==> src/verilog/lcsd_pkg.sv <==
// Shared constants and types for the LCD common scan driver block.
// Assumes one 40 MHz bus clock and AHB-Lite access to the registers.
package lcsd_pkg;

  // Clock rate of hclk in kHz.
  localparam int unsigned CLK_KHZ = 40000;

  // Chain geometry: two chains of fifty stages each.
  localparam int unsigned STAGES     = 100;
  localparam int unsigned CHAIN_LEN  = 50;
  localparam int unsigned LO_FIRST   = 0;
  localparam int unsigned LO_LAST    = 49;
  localparam int unsigned UP_FIRST   = 50;
  localparam int unsigned UP_LAST    = 99;
  localparam int unsigned BYPASS_LEN = 10;

  // Two-bit level codes that steer the analogue switches.
  localparam logic [1:0] LVL_ONE  = 2'h0;
  localparam logic [1:0] LVL_TWO  = 2'h1;
  localparam logic [1:0] LVL_FIVE = 2'h2;
  localparam logic [1:0] LVL_LOWEST = 2'h3;

  // Register byte offsets.
  localparam logic [7:0] OFS_CTRL     = 8'h00;
  localparam logic [7:0] OFS_STATUS   = 8'h04;
  localparam logic [7:0] OFS_ROWS0    = 8'h08;
  localparam logic [7:0] OFS_ROWS1    = 8'h0c;
  localparam logic [7:0] OFS_ROWS2    = 8'h10;
  localparam logic [7:0] OFS_ROWS3    = 8'h14;

  // Field positions.
  localparam int unsigned CTRL_HOLD_BIT = 0;
  localparam logic        CTRL_RESET    = 1'b0;

  // AHB encodings.
  localparam logic [1:0] HTRANS_NONSEQ = 2'h2;
  localparam logic       HRESP_OKAY    = 1'b0;

  // Static mode pins carried together.
  typedef struct packed {
    logic shift_direction_select;
    logic upper_bypass_select;
    logic lower_bypass_select;
  } lcsd_mode_t;

endpackage : lcsd_pkg

==> src/verilog/lcsd_fall_detect.sv <==
// Falling-edge detector for the scan clock, sampled on hclk.
// Assumes the scan clock is synchronous to hclk and far slower than it.
`timescale 1ns/100ps
`default_nettype none
module lcsd_fall_detect
  import lcsd_pkg::*;
(
  // Clock and reset.
  input  wire logic hclk,
  input  wire logic hresetn,
  // Sampled level and enable pulse.
  input  wire logic level_in,
  output logic      fall_pulse
);

  // Previous sample of the scan clock level.
  logic prev_level;

  // Capture the level each cycle; reset assumes the line idles high.
  always_ff @(posedge hclk or negedge hresetn)
  begin
    if (!hresetn)
    begin
      prev_level <= 1'b1;
    end
    else
    begin
      prev_level <= level_in;
    end
  end

  // A high-to-low step gives a one-cycle enable.
  assign fall_pulse = prev_level & ~level_in;

endmodule : lcsd_fall_detect
`default_nettype wire

==> src/verilog/lcsd_top.sv <==
// Top of the LCD common scan driver: two shift chains, level encode, regs.
// Assumes pins are synchronous to hclk and an AHB-Lite master with one slave.
//
// Notes on behaviour
// - Two fifty-stage chains, direction pin shared.
// - Chains advance only on scan clock falling.
// - Forward: port one/fifty-one in, fifty/hundred out.
// - Reverse: port fifty/hundred in, one/fifty-one out.
// - Forward lower bypass skips outputs one to ten.
// - Reverse upper bypass skips outputs ninety-one upward.
// - Each output follows its own stage.
// - Polarity and bit pick one of four levels.
// - Blanking low forces level one everywhere.
//
// Our own choices: the AHB-Lite slave port and the address map.
`timescale 1ns/100ps
`default_nettype none
module lcsd_top
  import lcsd_pkg::*;
(
  // Clock and reset.
  input  wire logic                hclk,
  input  wire logic                hresetn,
  // AHB-Lite slave.
  input  wire logic                hsel,
  input  wire logic [31:0]         haddr,
  input  wire logic [1:0]          htrans,
  input  wire logic                hwrite,
  input  wire logic [2:0]          hsize,
  input  wire logic [31:0]         hwdata,
  input  wire logic                hready,
  output logic                     hreadyout,
  output logic                     hresp,
  output logic [31:0]              hrdata,
  // Scan control pins.
  input  wire logic                scan_clock,
  input  wire lcsd_mode_t          mode,
  input  wire logic                frame_polarity,
  input  wire logic                blank_force_n,
  // Two-way chain ports.
  input  wire logic                chain_port_one_i,
  output logic                     chain_port_one_o,
  output logic                     chain_port_one_oe,
  input  wire logic                chain_port_fifty_i,
  output logic                     chain_port_fifty_o,
  output logic                     chain_port_fifty_oe,
  input  wire logic                chain_port_fifty_one_i,
  output logic                     chain_port_fifty_one_o,
  output logic                     chain_port_fifty_one_oe,
  input  wire logic                chain_port_hundred_i,
  output logic                     chain_port_hundred_o,
  output logic                     chain_port_hundred_oe,
  // Row level codes.
  output logic [STAGES-1:0][1:0]   row_level_outputs
);

  logic              fall_pulse;    // One cycle per scan clock fall.
  logic              hold;          // Software freeze of shifting.
  logic              shift_en;      // Qualified shift enable.
  logic [STAGES-1:0] stage;         // Both chains, lower then upper.
  logic [STAGES-1:0] next_stage;    // Next value of each stage.
  logic              dir;           // High means reverse shifting.
  logic              lo_byp;        // Forward bypass of first ten.
  logic              up_byp;        // Reverse bypass of last ten.

  assign dir    = mode.shift_direction_select;
  assign lo_byp = mode.lower_bypass_select & ~dir;
  assign up_byp = mode.upper_bypass_select & dir;

  // Edge detector on the sampled scan clock.
  lcsd_fall_detect u_fall (
    .hclk       (hclk),
    .hresetn    (hresetn),
    .level_in   (scan_clock),
    .fall_pulse (fall_pulse)
  );

  assign shift_en = fall_pulse & ~hold;

  // Per-stage next value; the chains never pass data to each other.
  for (genvar i = 0; i < STAGES; i++)
  begin : g_stage
    logic fwd_val;  // Value when shifting up.
    logic rev_val;  // Value when shifting down.
    if (i == LO_FIRST)
    begin : g_lo_head
      assign fwd_val = lo_byp ? stage[i] : chain_port_one_i;
      assign rev_val = stage[i+1];
    end
    else if (i == LO_FIRST + BYPASS_LEN)
    begin : g_lo_skip
      assign fwd_val = lo_byp ? chain_port_one_i : stage[i-1];
      assign rev_val = stage[i+1];
    end
    else if (i < LO_FIRST + BYPASS_LEN)
    begin : g_lo_byp
      // Bypassed stages keep their bits while skipped.
      assign fwd_val = lo_byp ? stage[i] : stage[i-1];
      assign rev_val = stage[i+1];
    end
    else if (i == LO_LAST)
    begin : g_lo_tail
      assign fwd_val = stage[i-1];
      assign rev_val = chain_port_fifty_i;
    end
    else if (i == UP_FIRST)
    begin : g_up_head
      assign fwd_val = chain_port_fifty_one_i;
      assign rev_val = stage[i+1];
    end
    else if (i == UP_LAST - BYPASS_LEN)
    begin : g_up_skip
      assign fwd_val = stage[i-1];
      assign rev_val = up_byp ? chain_port_hundred_i : stage[i+1];
    end
    else if (i > UP_LAST - BYPASS_LEN && i < UP_LAST)
    begin : g_up_byp
      assign fwd_val = stage[i-1];
      assign rev_val = up_byp ? stage[i] : stage[i+1];
    end
    else if (i == UP_LAST)
    begin : g_up_tail
      assign fwd_val = stage[i-1];
      assign rev_val = up_byp ? stage[i] : chain_port_hundred_i;
    end
    else
    begin : g_mid
      assign fwd_val = stage[i-1];
      assign rev_val = stage[i+1];
    end
    assign next_stage[i] = dir ? rev_val : fwd_val;
  end

  // Chain flops; reset clears them so the panel starts unselected.
  always_ff @(posedge hclk or negedge hresetn)
  begin
    if (!hresetn)
    begin
      stage <= '0;
    end
    else if (shift_en)
    begin
      stage <= next_stage;
    end
  end

  assign chain_port_fifty_o      = stage[LO_LAST];
  assign chain_port_hundred_o    = stage[UP_LAST];
  assign chain_port_one_o        = stage[LO_FIRST];
  assign chain_port_fifty_one_o  = stage[UP_FIRST];
  assign chain_port_fifty_oe     = ~dir;
  assign chain_port_hundred_oe   = ~dir;
  assign chain_port_one_oe       = dir;
  assign chain_port_fifty_one_oe = dir;

  // Level code per output, registered so outputs are glitch free.
  logic [STAGES-1:0][1:0] next_level;  // Decoded level per output.
  for (genvar j = 0; j < STAGES; j++)
  begin : g_level
    assign next_level[j] = !blank_force_n ? LVL_ONE :
                           frame_polarity ?
                             (stage[j] ? LVL_ONE : LVL_FIVE) :
                             (stage[j] ? LVL_LOWEST : LVL_TWO);
  end

  always_ff @(posedge hclk or negedge hresetn)
  begin
    if (!hresetn)
    begin
      row_level_outputs <= {STAGES{LVL_ONE}};
    end
    else
    begin
      row_level_outputs <= next_level;
    end
  end

  // Bus slave: zero wait states, read data registered in address phase.
  logic        wr_pend;   // Write data phase pending.
  logic [7:0]  wr_addr;   // Latched write offset.
  wire         acc_ok  = hsel & hready & (htrans == HTRANS_NONSEQ);
  wire  [7:0]  ofs     = haddr[7:0];
  wire  [127:0] rows_pad = {28'h0000000, stage};
  logic [31:0] rd_mux;    // Read value for the current address.

  assign hreadyout = 1'b1;
  assign hresp     = HRESP_OKAY;

  // Read decode; unmapped offsets read as zero.
  assign rd_mux = (ofs == OFS_CTRL)   ? {31'h0, hold} :
                  (ofs == OFS_STATUS) ? {27'h0, frame_polarity,
                                         blank_force_n, mode} :
                  (ofs == OFS_ROWS0)  ? rows_pad[31:0]   :
                  (ofs == OFS_ROWS1)  ? rows_pad[63:32]  :
                  (ofs == OFS_ROWS2)  ? rows_pad[95:64]  :
                  (ofs == OFS_ROWS3)  ? rows_pad[127:96] : 32'h0;

  // Address phase capture and write commit in the data phase.
  always_ff @(posedge hclk or negedge hresetn)
  begin
    if (!hresetn)
    begin
      wr_pend <= 1'b0;
      wr_addr <= 8'h00;
      hold    <= CTRL_RESET;
      hrdata  <= 32'h0;
    end
    else
    begin
      wr_pend <= acc_ok & hwrite;
      wr_addr <= ofs;
      if (acc_ok && !hwrite)
      begin
        hrdata <= rd_mux;
      end
      if (wr_pend && wr_addr == OFS_CTRL)
      begin
        hold <= hwdata[CTRL_HOLD_BIT];
      end
    end
  end
endmodule : lcsd_top
`default_nettype wire

==> config.mk <==
export PLATFORM = sky130hd
export DESIGN_NAME = lcsd_top
export DESIGN_NICKNAME = d
export VERILOG_FILES = /design/src/verilog/lcsd_pkg.sv /design/src/verilog/lcsd_fall_detect.sv /design/src/verilog/lcsd_top.sv
export SDC_FILE = /design/constraint.sdc
export NUM_CORES = 1
export LEC_CHECK = 0
export BUFFER_PORTS_ARGS = -buffer_cell sky130_fd_sc_hd__buf_2
export CAP_MARGIN = 30
export CORE_MARGIN = 2
export CORE_UTILIZATION = 40
export DETAILED_ROUTE_END_ITERATION = 7
export GPL_ROUTABILITY_DRIVEN = 0
export GPL_TIMING_DRIVEN = 0
export SYNTH_ARGS = -nofsm -noshare
export SYNTH_HDL_FRONTEND = slang
export SYNTH_SLANG_ARGS = --single-unit
==> constraint.sdc <==
create_clock -name hclk -period 4.62 [get_ports hclk]
set_input_delay 0.924 -clock hclk [delete_from_list [all_inputs] [get_ports hclk]]
set_output_delay 0.924 -clock hclk [all_outputs]
set_load 0.02 [all_outputs]
==> results_dict.tcl <==
set metrics [dict create \
    status "completed" \
    post_cts_buffers 0 \
    syn_avg_cell_area_um2 10.48 \
    fillers 2862 \
    vdd_drop_max_mv 0.2475 \
    path_max_fanout 56 \
    first_pass_iters 5 \
    grt_overflow 0 \
    critPathKind "reg2out" \
    cp.required_ps 3700 \
    numCtsBuffers 27 \
    synth-seq-cells 244 \
    ys_seq_area_share_pct 49.76 \
    critPathCaptureType "output port" \
    syn_to_final_growth_pct 22.12 \
    dieHeight_um 179.2 \
    power_density_nw_per_um2 368.0 \
    ant_nets 0 \
    critPathLaunch "row_level_outputs[168]" \
    r2r_slack_ps 2680 \
    via_per_inst 4.965 \
    via_count 9324 \
    arrival_ps 2050 \
    reg2reg_from "u_fall.prev_level" \
    drv_cap 0 \
    synth_enable_flop_cells 0 \
    synth_area_um2 12270 \
    start_kind "flop" \
    fin_crit_sh_pct 64.46 \
    grt_pass1_vias 8872 \
    die_area_um2 32100 \
    cts.path.max_buffers 3 \
    timing.fmax_mhz 335.8 \
    drc_errors 0 \
    syn_inst 1171 \
    synth_cell_types 43 \
    grt_max_degree 92 \
    insertion_delay_ps 550 \
    async_flop_share_pct 100.0 \
    drtIter0Drc 815 \
    slew_viol_final 0 \
    max_slew_margin_pct 41.35 \
    reg2reg_depth 6 \
    setup_viol 0 \
    final_hold_viol_count 0 \
    cts_root_buf "clkbuf_16" \
    antenna_cells 0 \
    htreeDepth 1 \
    die_x_um 179.2 \
    synthFlopType "dfrtp_1" \
    fin_setup_tns_ps 0 \
    place.detailed.hpwl_mm 24.65 \
    power.total_uw 5515 \
    cts-resized-gates 0 \
    cts_sinks 244 \
    nets 1549 \
    cts_tree "done" \
    wl_per_cell_um 17.96 \
    hp-class "in2async" \
    finalWirelength_mm 33.74 \
    rsz0062_at_grt "no" \
    port_buffers 262 \
    period_needed_ps 2978 \
    core-area_um2 30430 \
    syn_nets 1255 \
    grt_use_total_pct 20.69 \
    leakage_uw 0.007644 \
    ioPinCount 326 \
    cp-endpoint "row_level_outputs[192]" \
    worst_pin_slew_ps 879.8 \
    timing.rr.end "stage[20]" \
    drive_gt1_share_pct 32.46 \
    ys_warn_count 0 \
    start_util_pct 40.33 \
    cts.reportedPaths.clkPinSlew_ps 60 \
    ctsHoldBuffers 0 \
    finalClockSkew_ps 31.03 \
    grt_pass1_wl_mm 51.10 \
    antenna_found_initial 0 \
    rows 64 \
    fin_hold_ws_ps 358.9 \
]
[Yosys cell counts (2+ instances only)]
library cell | instances | area, µm²
a21oi_1 | 35 | 175.2
a32oi_1 | 3 | 26.28
nand2_1 | 108 | 405.4
nor4_1 | 2 | 12.51
buf_2 | 32 | 160.2
clkbuf_1 | 47 | 176.4
nor2_1 | 25 | 93.84
a2bb2oi_1 | 27 | 236.5
o21ai_0 | 109 | 545.5
nor2b_1 | 3 | 18.77
buf_1 | 4 | 15.01
xor2_1 | 100 | 875.8
o21ai_1 | 7 | 35.03
conb_1 | 2 | 7.510
and3b_1 | 2 | 17.52
nand2b_1 | 3 | 18.77
o21a_1 | 34 | 255.2
dfrtp_1 | 243 | 6081
a21oi_4 | 2 | 32.53
a22oi_1 | 4 | 30.03
o211ai_1 | 26 | 195.2
and2_1 | 100 | 625.6
a21oi_2 | 20 | 175.2
a211oi_1 | 2 | 15.01
buf_6 | 4 | 45.04
buf_4 | 109 | 818.3
mux2i_1 | 101 | 1011
inv_1 | 2 | 7.510
[worst max-delay path: stages, from the launching register on]
cell and delay (ps):
dfrtp_2 930, buf_12 290, buf_4 130, buf_2 160
[layout by cell type, fill, tap and decap left out, drive strengths merged]
cell type	Yosys	final
o211ai	26	26
o21ai	116	116
buf	149	414
nor2	27	27
a22oi	4	4
nand3b	1	1
nor3b	1	1
clkinv	0	6
o22ai	1	1
mux2	1	1
dfrtp	243	243
xor2	100	100
or2	1	1
or3	1	1
clkinvlp	0	1
or3b	1	1
nand2b	3	3
a21oi	57	57
nor3	1	1
a32oi	3	3
and3b	2	2
and2	100	100
a211oi	2	2
nor4	3	3
conb	2	2
a2bb2oi	27	27
dfstp	1	1
inv	2	2
nand2	108	108
mux2i	101	101
nand4b	2	2
o21a	34	34
clkbuf	47	86
nor2b	3	3
a22o	1	1
[cells by family after synthesis]
logic type             count (synthesis)  synth area share (%)
multiplexers                         102                 8.329
flip-flops                           244                 49.76
AND/OR/NAND/NOR                      254                 10.60
AO/OA/AOI/OAI                        271                 14.15
buffers and inverters                198                 9.960
XOR/XNOR                             100                 7.136
other                                  2               0.06119
[metal layers]
| layer | track usage (%) | share of wire [%] | vias up |
|---|---|---|---|
| li1 | - | - | 4412 |
| met1 | 30.01 | 46 | 4573 |
| met2 | 32.12 | 46 | 286 |
| met3 | 3.032 | 5.8 | 53 |
| met4 | 6.048 | 2.7 | 0 |
| met5 | 0 | 0 | - |
[area by class of cell]
cell class | count | area [µm²] | share of cell area, %
inverters | 2 | 7.507 | 0.05009
multi-input cells | 729 | 4943 | 32.98
clock buffers | 39 | 780.7 | 5.209
well taps | 396 | 495.5 | 3.306
clock inverters | 7 | 41.29 | 0.2755
repair buffers | 265 | 1396 | 9.316
flip-flops and latches | 244 | 6108 | 40.75
plain buffers | 196 | 1215 | 8.106
[stage by stage]
stage	area [µm²]	cells	utilization (%)	worst slack, ps
floorplan	12270	1171	-	1432
global placement	14080	1829	46.27	-1875
detailed placement	14170	1832	46.55	1939
CTS	14990	1878	49.26	1602
global route	14990	1878	49.26	1489
finish	14990	1878	49.26	1642
[state kept, by name, summed over array words and instances (netlist names)]
name               count
hold                   1
wr_pend                1
hrdata                32
wr_addr                8
stage                100
row_level_outputs    101
u_fall.prev_level      1
[where the power goes]
part | switching (µW) | total [µW] | internal, µW
sequential | 189 | 2500 | 2310
clock | 864 | 2030 | 1160
combinational | 586 | 993 | 407
total | 1640 | 5510 | 3880
[worst min path at each step]
| stage | from | end | slack, ps | cells past startpoint |
|---|---|---|---|---|
| after floorplan | hold | hold | 500 | 1 |
| after global placement | hrdata[28] | hrdata[28] | 460 | 2 |
| after detailed placement | hrdata[28] | hrdata[28] | 470 | 2 |
| after CTS | hresetn | row_level_outputs[157] | 380 | 1 |
| after global routing | hresetn | row_level_outputs[1] | 410 | 1 |
| final | hresetn | row_level_outputs[157] | 360 | 1 |
Power figures use the tool's default switching activity.
